File: src/pspsr_pkg.sv
/*
 * Package for the pipelined synchronous SRAM port: widths, burst codes,
 * pipeline state and the carrier structs shared by the port and its array.
 * Assumes a single 25 MHz clock and a synchronous active-low reset.
 */
package pspsr_pkg;

    // ****************************************
    // Sizes
    // ****************************************
    localparam int PSPSR_LANES = 4;
    localparam int PSPSR_LANE_W = 8;
    localparam int PSPSR_ADDR_W = 6;
    localparam int PSPSR_BURST_W = 2;
    localparam real PSPSR_CLK_MHZ = 25.0;

    localparam logic PSPSR_ORDER_INTERLEAVED = 1'h1;
    localparam logic PSPSR_ORDER_LINEAR = 1'h0;

    // ****************************************
    // Types
    // ****************************************
    typedef enum logic [1:0] {
        PSPSR_DESEL = 2'h0,
        PSPSR_FIRST = 2'h1,
        PSPSR_ACTIVE = 2'h3
    } pspsr_sel_e;

    typedef struct packed {
        logic chip_enable_first_n;
        logic chip_enable_second;
        logic chip_enable_third_n;
        logic write_enable_n;
        logic advance_or_load;
        logic [PSPSR_LANES-1:0] byte_write_select_n;
        logic [PSPSR_ADDR_W-1:0] address_inputs;
    } pspsr_cmd_s;

    typedef struct packed {
        logic we;
        logic [PSPSR_LANES-1:0] lane_we;
        logic [PSPSR_ADDR_W-1:0] addr;
        logic [PSPSR_LANES*PSPSR_LANE_W-1:0] data;
        logic [PSPSR_LANES-1:0] parity;
    } pspsr_wr_s;

endpackage

File: src/pspsr_array.sv
/*
 * Flip-flop storage array with per-lane write gating and registered read.
 * Assumes the port hands it a qualified write and a read index each cycle.
 */
`timescale 1ns/1ns
module pspsr_array
    import pspsr_pkg::*;
#(
    parameter int DEPTH = 2**PSPSR_ADDR_W
) (
    input wire logic clk, // System clock
    input wire logic hold, // Clock enable deasserted
    input wire pspsr_wr_s wr, // Write request
    input wire logic [PSPSR_ADDR_W-1:0] rd_addr, // Read index
    output logic [PSPSR_LANES*(PSPSR_LANE_W+1)-1:0] rd_word // Registered read word
);
    if (DEPTH > 2**PSPSR_ADDR_W || DEPTH < 1) begin : g_bad_depth
        $error("pspsr_array: bad DEPTH");
    end

    typedef struct packed {
        logic [DEPTH-1:0][PSPSR_LANES-1:0][PSPSR_LANE_W:0] mem;
        logic [PSPSR_LANES*(PSPSR_LANE_W+1)-1:0] rd;
    } pspsr_arr_s;

    pspsr_arr_s st_q;
    pspsr_arr_s st_d;

    always_comb begin
        st_d = st_q;
        if (!hold) begin
            st_d.rd = st_q.mem[rd_addr];
            if (wr.we) begin
                for (int i = 0; i < PSPSR_LANES; i++) begin
                    if (wr.lane_we[i]) begin
                        st_d.mem[wr.addr][i] = {wr.parity[i],
                                                wr.data[i*PSPSR_LANE_W +: PSPSR_LANE_W]};
                    end
                end
            end
        end
    end

    always_ff @(posedge clk) begin
        st_q <= st_d;
    end

    assign rd_word = st_q.rd;
endmodule // pspsr_array

File: src/pspsr_port.sv
/*
 * Pipelined synchronous burst SRAM port: chip select decode, clock-enable
 * suspend, burst address counter, write data pipeline and output-enable
 * masking of the data and parity lanes.
 * Assumes all inputs but output_enable_n synchronous to clk; the bidirectional lanes are split
 * into in, out and enable, resolved outside.
 */
// Summary of operation
// - First chip enable is active low, sampled on rising edge, used for selection.
// - Second chip enable is active high, sampled on rising edge, used for selection.
// - Output enable low and internal control allow: drive data and parity lanes.
// - Output enable high: lanes in high impedance, serving as inputs.
// - Outputs off in write data phase, first clock after deselect, and deselected.
// - Edges act only while clock gate is low; a gated edge still applies reset, takes the strap once after reset, and drops a write due into the array.
// - Clock gate high holds state, except the array write strobe, which clears, and the strap capture after reset; extends the cycle, never deselects.
// - Input lanes captured into data register on rising edge.
// - Read data appears one cycle after the address edge, pipelined.
// - Burst-order strap high selects interleaved, low selects linear.
// - Strap left floating behaves as high, interleaved.
// - Advance high steps burst counter; low loads new address.
// - Each byte write select with write enable gates its lane and parity.
`timescale 1ns/1ns
module pspsr_port
    import pspsr_pkg::*;
#(
    parameter int DEPTH = 2**PSPSR_ADDR_W
) (
    input wire logic clk, // System clock
    input wire logic rstn, // Synchronous reset, active low
    input wire logic clock_gate_n, // Clock enable, active low
    input wire pspsr_cmd_s cmd, // Synchronous control and address
    input wire logic output_enable_n, // Asynchronous output enable
    input wire logic burst_order_strap, // High interleaved, low linear
    input wire logic [PSPSR_LANES*PSPSR_LANE_W-1:0] data_lanes_in, // Data lanes in
    input wire logic [PSPSR_LANES-1:0] parity_lanes_in, // Parity lanes in
    output logic [PSPSR_LANES*PSPSR_LANE_W-1:0] data_lanes_out, // Data lanes out
    output logic [PSPSR_LANES-1:0] parity_lanes_out, // Parity lanes out
    output logic lanes_oe // Lanes driven
);
    localparam int WORD_W = PSPSR_LANES * (PSPSR_LANE_W + 1);

    if (PSPSR_BURST_W > PSPSR_ADDR_W) begin : g_bad_burst
        $error("pspsr_port: burst wider than address");
    end

    // ****************************************
    // State
    // ****************************************
    typedef struct packed {
        pspsr_sel_e sel;
        logic order;
        logic strap_taken;
        logic [PSPSR_ADDR_W-1:0] base;
        logic [PSPSR_BURST_W-1:0] cnt;
        logic rd_p1; // Read address edge seen
        logic rd_p2; // Read data on lanes
        logic wr_p1; // Write address edge seen
        logic [PSPSR_ADDR_W-1:0] wr_addr;
        logic [PSPSR_LANES-1:0] wr_lanes;
        logic wr_p2; // Write data phase
        pspsr_wr_s wr;
    } pspsr_port_s;

    pspsr_port_s st_q;
    pspsr_port_s st_d;
    logic [WORD_W-1:0] rd_word;
    logic [PSPSR_ADDR_W-1:0] rd_addr;

    // ****************************************
    // Helpers
    // ****************************************
    function automatic logic [PSPSR_BURST_W-1:0] burst_offs(
        input logic [PSPSR_BURST_W-1:0] start,
        input logic [PSPSR_BURST_W-1:0] n,
        input logic order
    );
        if (order == PSPSR_ORDER_INTERLEAVED) begin
            burst_offs = start ^ n;
        end else begin
            burst_offs = start + n;
        end
    endfunction

    function automatic logic [PSPSR_ADDR_W-1:0] burst_addr(
        input logic [PSPSR_ADDR_W-1:0] base,
        input logic [PSPSR_BURST_W-1:0] n,
        input logic order
    );
        burst_addr = {base[PSPSR_ADDR_W-1:PSPSR_BURST_W],
                      burst_offs(base[PSPSR_BURST_W-1:0], n, order)};
    endfunction

    // ****************************************
    // Next state
    // ****************************************
    logic selected;
    logic [PSPSR_ADDR_W-1:0] acc_addr;
    logic access;
    logic is_write;

    always_comb begin
        st_d = st_q;
        selected = !cmd.chip_enable_first_n
                   && cmd.chip_enable_second
                   && !cmd.chip_enable_third_n;
        acc_addr = cmd.address_inputs;
        access = 1'b0;
        is_write = 1'b0;
        // Strap is taken once after reset; a floating pin resolves high outside.
        if (!st_q.strap_taken) begin
            st_d.order = burst_order_strap;
            st_d.strap_taken = 1'b1;
        end
        st_d.wr.we = 1'b0;
        if (!clock_gate_n) begin
            if (!cmd.advance_or_load) begin
                access = selected;
                acc_addr = cmd.address_inputs;
                is_write = !cmd.write_enable_n;
                st_d.base = cmd.address_inputs;
                st_d.cnt = '0;
            end else if (st_q.sel != PSPSR_DESEL) begin
                // Continue the burst in the direction of the last access
                access = 1'b1;
                is_write = st_q.wr_p1 | (st_q.wr_p2 & !st_q.rd_p1);
                st_d.cnt = st_q.cnt + 1'b1;
                acc_addr = burst_addr(st_q.base, st_d.cnt, st_q.order);
            end
            unique case (st_q.sel)
                PSPSR_DESEL: st_d.sel = access ? PSPSR_FIRST : PSPSR_DESEL;
                PSPSR_FIRST: st_d.sel = access ? PSPSR_ACTIVE : PSPSR_DESEL;
                PSPSR_ACTIVE: st_d.sel = access ? PSPSR_ACTIVE : PSPSR_DESEL;
                default: st_d.sel = PSPSR_DESEL;
            endcase
            st_d.rd_p1 = access && !is_write;
            st_d.rd_p2 = st_q.rd_p1;
            st_d.wr_p1 = access && is_write;
            st_d.wr_addr = acc_addr;
            st_d.wr_lanes = ~cmd.byte_write_select_n;
            st_d.wr_p2 = st_q.wr_p1;
            if (st_q.wr_p1) begin
                st_d.wr.we = 1'b1;
                st_d.wr.addr = st_q.wr_addr;
                st_d.wr.lane_we = st_q.wr_lanes;
                st_d.wr.data = data_lanes_in;
                st_d.wr.parity = parity_lanes_in;
            end
        end
        if (!rstn) begin
            st_d = '0;
            st_d.order = PSPSR_ORDER_INTERLEAVED;
        end
    end

    always_ff @(posedge clk) begin
        st_q <= st_d;
    end

    // Read index is the address held from the access edge, so the word
    // lands one enabled edge later and stays put while gated.
    assign rd_addr = st_q.wr_addr;

    pspsr_array #(
        .DEPTH(DEPTH)
    ) u_array (
        .clk(clk),
        .hold(clock_gate_n),
        .wr(st_q.wr),
        .rd_addr(rd_addr),
        .rd_word(rd_word)
    );

    // ****************************************
    // Lane drive
    // ****************************************
    always_comb begin
        for (int i = 0; i < PSPSR_LANES; i++) begin
            data_lanes_out[i*PSPSR_LANE_W +: PSPSR_LANE_W] =
                rd_word[i*(PSPSR_LANE_W+1) +: PSPSR_LANE_W];
            parity_lanes_out[i] = rd_word[i*(PSPSR_LANE_W+1) + PSPSR_LANE_W];
        end
    end

    // Output enable is asynchronous by nature, so it gates the drive directly.
    assign lanes_oe = !output_enable_n
                      && st_q.rd_p2
                      && !st_q.wr_p2
                      && st_q.sel == PSPSR_ACTIVE;
endmodule // pspsr_port

File: config.mk
export PLATFORM = sky130hd
export DESIGN_NAME = pspsr_port
export DESIGN_NICKNAME = d
export VERILOG_FILES = /design/src/pspsr_pkg.sv /design/src/pspsr_array.sv /design/src/pspsr_port.sv
export SDC_FILE = /design/constraint.sdc
export NUM_CORES = 2
export LEC_CHECK = 0
export ABC_AREA = 1
export BUFFER_PORTS_ARGS = -buffer_cell sky130_fd_sc_hd__buf_2
export CORE_UTILIZATION = 40
export CTS_CLUSTER_SIZE = 20
export DETAILED_ROUTE_END_ITERATION = 10
export GPL_ROUTABILITY_DRIVEN = 1
export PLACE_DENSITY_LB_ADDON = 0.05
export SKIP_CTS_REPAIR_TIMING = 1
export SLEW_MARGIN = 20
export SYNTH_ARGS = -nofsm -noshare
export SYNTH_HDL_FRONTEND = slang
export SYNTH_SLANG_ARGS = --single-unit
File: constraint.sdc
create_clock -name clk -period 4.49 [get_ports clk]
set_input_delay 0.898 -clock clk [delete_from_list [all_inputs] [get_ports clk]]
set_output_delay 0.898 -clock clk [all_outputs]
set_load 0.01 [all_outputs]
==> flow_summary.json <==
{
  "outcome": "finished clean",
  "report.final.hold_viol_count": 0,
  "drc": 0,
  "post_synth_instance_area_um2": 100000,
  "critical_path.startpoint_type": "flop",
  "synthesis.yosys.warnings": 0,
  "design.final.nets": 9009,
  "leakage_nw": 41.0,
  "regToRegSetupSlack_ns": 1.25,
  "cts_tree": "built",
  "gr-usage-all-layers_pct": 26.4,
  "crit_required_ns": 5.24,
  "setup_repair_after_global_routing_missed_its_margin": "false",
  "critical_path.max_fanout": 80,
  "library_cell_with_the_highest_instance_count_after_synthesis": "sky130_fd_sc_hd__nand2_1",
  "hold_depth": 2,
  "detail-route-antenna-nets": 0,
  "grt.overflow.total": 0,
  "number_of_register_bits_inferred_by_synthesis": 2413,
  "viasPerCell": 5.50,
  "drt_iter0_drc": 7305,
  "muxShareOfSynthArea_pct": 0,
  "setup_viol_count_final": 0,
  "synth_compound_area_share_pct": 0.587,
  "final_cell_area_um2": 112000,
  "critical_path.max_stage_delay_ns": 0.66,
  "area_occupied_by_multi_input_gates_um2": 24900,
  "syn-num-nets": 9104,
  "vias": 68764,
  "grt_pass1_wl_um": 478000,
  "htreeDepth": 5,
  "final_cells": 12509,
  "max_slew.worst_pin.slew_ns": 1.17,
  "timing.hold.worst_endpoint": "st_q[51]",
  "worstSkewPairLatency_ns": 0.92,
  "worst_r2r_startpoint": "rd_addr[0]",
  "fp.coreArea_um2": 248000,
  "p_per_area_nw_per_um2": 440,
  "synthesis.instances": 9047,
  "timing.slew.headroom_pct": 21.9,
  "largest_family_of_logic_cells_by_synthesized_area": "simple AND/OR/NAND/NOR gates",
  "worst_ir_drop_vdd_uv": 352,
  "setup_ws_ns": 1.25,
  "portBuffers": 92,
  "synth_largest_type_area_fraction_pct": 70.3,
  "post_synth_xor_area_fraction_pct": 0.0175,
  "dr.pass1.iters": 9,
  "synth_adder_area_share_pct": 0.0125,
  "timing.rr.end": "u_array.rd_word[33]",
  "floorplan.rows": 183,
  "setup.worst_path.end_class": "flop",
  "ctsLongestPathBuffers": 4,
  "maxSlewViolCount": 0,
  "timing.critical_path.slowest_stage_cell": "sky130_fd_sc_hd__buf_4",
  "reg2regPathDepth": 10,
  "final-seq-area_um2": 71800,
  "cell_types_with_the_highest_counts_after_synthesis": "sky130_fd_sc_hd__nand2_1 (2625), sky130_fd_sc_hd__edfxtp_1 (2340), sky130_fd_sc_hd__nand3_1 (2137)",
  "post-dp-hpwl_um": 205000,
  "initial_util_pct": 40.2,
  "die_w_um": 502,
  "dpl.cell_count": 11989,
  "yosys.area_share.simple_pct": 24.3,
  "hp-class": "input pin to flop",
  "die-height_um": 502,
  "preCtsSetupSlack_ns": 1.01,
  "die_area_um2": 252000,
  "critical_path.cell_chain": "inv_8, buf_4, nand2_1, nand3_1, nand3_1, nand2_1, nand2_1, nand3_1, nand3_1, nand2_1",
  "timing.clock.skew_ns": 0.0455,
  "synth_sequential_area_ratio_pct": 71.8,
  "cts_made_buffers": 290,
  "yosysUniqueCellTypes": 21,
  "area.growth.synth_to_final_pct": 12.3,
  "placedInstanceArea_um2": 104000,
  "routability_congestion": 0.848,
  "drt-total-wl_um": 337000,
  "final_layout_size_suffix_gt1_share_pct": 7.64,
  "criticalPathCategory": "flop to flop",
  "maxClockFrequency_mhz": 308,
  "synth.area.top_cells": "sky130_fd_sc_hd__edfxtp_1 (70%), sky130_fd_sc_hd__nand3_1 (11%), sky130_fd_sc_hd__nand2_1 (9.9%)",
  "min_from": "cmd[9]",
  "via_count_of_the_first_global_routing_pass": 65605,
  "final_clock_period_utilization_by_the_worst_path_pct": 72.2,
  "worstPathArrival_ns": 3.99,
  "synth_edf_count": 2340,
  "route.detailed.wl_per_inst_um": 26.9,
  "cts_sinks": 2413,
  "top_level_ports": 93,
  "synth-main-ff-cell": "sky130_fd_sc_hd__edfxtp_1",
  "period_needed_ns": 3.24,
  "synth_top_cell_by_area": "sky130_fd_sc_hd__edfxtp_1",
  "max-cap-violations": 0,
  "crit_buf_inv": 2,
  "cts_root_buffer": "sky130_fd_sc_hd__clkbuf_16",
  "synth-async-reset-ratio_pct": 0,
  "crit_family": "buffers and inverters",
  "syn_area_per_cell_um2": 11.0,
  "filler_cell_count": 23237,
  "grt_max_degree": 220,
  "clock_slew_at_reported_path_ffs_ns": 0.06,
  "tns_ns": 0,
  "antenna_found_initial": 17
}
per-layer routing:
layer | part of all wire, % | track usage (%)
met5 | 0.0074 | 0
met4 | 3.5 | 10.1
met3 | 7.0 | 4.97
met2 | 46 | 40.9
met1 | 44 | 36.8
cell usage in the layout, fill, tap and decap left out, types with 64 or more instances in the layout:
cell type / Yosys / final
sky130_fd_sc_hd__clkbuf_16: 0 / 295
sky130_fd_sc_hd__nand3_1: 2137 / 2137
sky130_fd_sc_hd__nand2_1: 2625 / 2620
sky130_fd_sc_hd__clkbuf_1: 270 / 64
sky130_fd_sc_hd__o21ai_0: 74 / 74
sky130_fd_sc_hd__nor2_1: 966 / 955
sky130_fd_sc_hd__inv_1: 112 / 102
sky130_fd_sc_hd__buf_2: 258 / 92
sky130_fd_sc_hd__edfxtp_1: 2340 / 2340
sky130_fd_sc_hd__buf_4: 37 / 131
flip-flops by register name (all words and copies together) (netlist names):
| name | flops |
|---|---|
| u_array.rd_word | 36 |
| u_array.st_q | 2304 |
| st_q | 67 |
| rd_addr | 6 |
cell families after synthesis:
kind of cell | after synthesis
compound gates | 116
simple gates | 5746
xor+xnor | 2
fa+ha+maj | 1
flops | 2413
buf+inv | 769
how the worst max path moves through the flow:
stage	from	to	slack, ns	cells past startpoint
finish	rd_addr[0]	u_array.rd_word[33]	1.25	10
global route	rd_addr[0]	u_array.rd_word[33]	1.13	10
CTS	rd_addr[0]	u_array.rd_word[33]	1.31	10
detailed placement	clock_gate_n	u_array.st_q[1080]	1.01	7
global placement	clock_gate_n	u_array.st_q[1880]	1.07	6
floorplan	clock_gate_n	u_array.rd_word[0]	1.46	4
through the flow:
| stage | hold WS (ns) | power (mW) | util (%) |
|---|---|---|---|
| final | 0.185 | 49.4 | 45.2 |
| after global routing | 0.140 | 50.7 | 45.2 |
| after CTS | 0.120 | 49.7 | 45.2 |
| after detailed placement | 0.438 | 28.0 | 41.7 |
| after global placement | 0.419 | 28.0 | 41.7 |
| after floorplan | 0.412 | 26.8 | - |
cell type report:
cell class	instances	share of cell area (%)
clock buffer	364	6.84
tap	3330	3.71
inverter	118	0.431
multi-input combinational	5865	22.2
sequential	2413	63.9
clock inverter	124	0.799
timing repair buffer	264	2.01
antenna	31	0.0691
power by group:
| part | switching (mW) | total, mW | leakage, nW | internal (mW) |
|---|---|---|---|---|
| logic | 2.13 | 2.86 | 9.58 | 0.727 |
| registers | 0.211 | 24.7 | 27.2 | 24.4 |
| clock network | 9.17 | 21.9 | 4.21 | 12.7 |
| total | 11.5 | 49.4 | 41.0 | 37.9 |
Note: power is estimated with default switching activity, not from simulation.
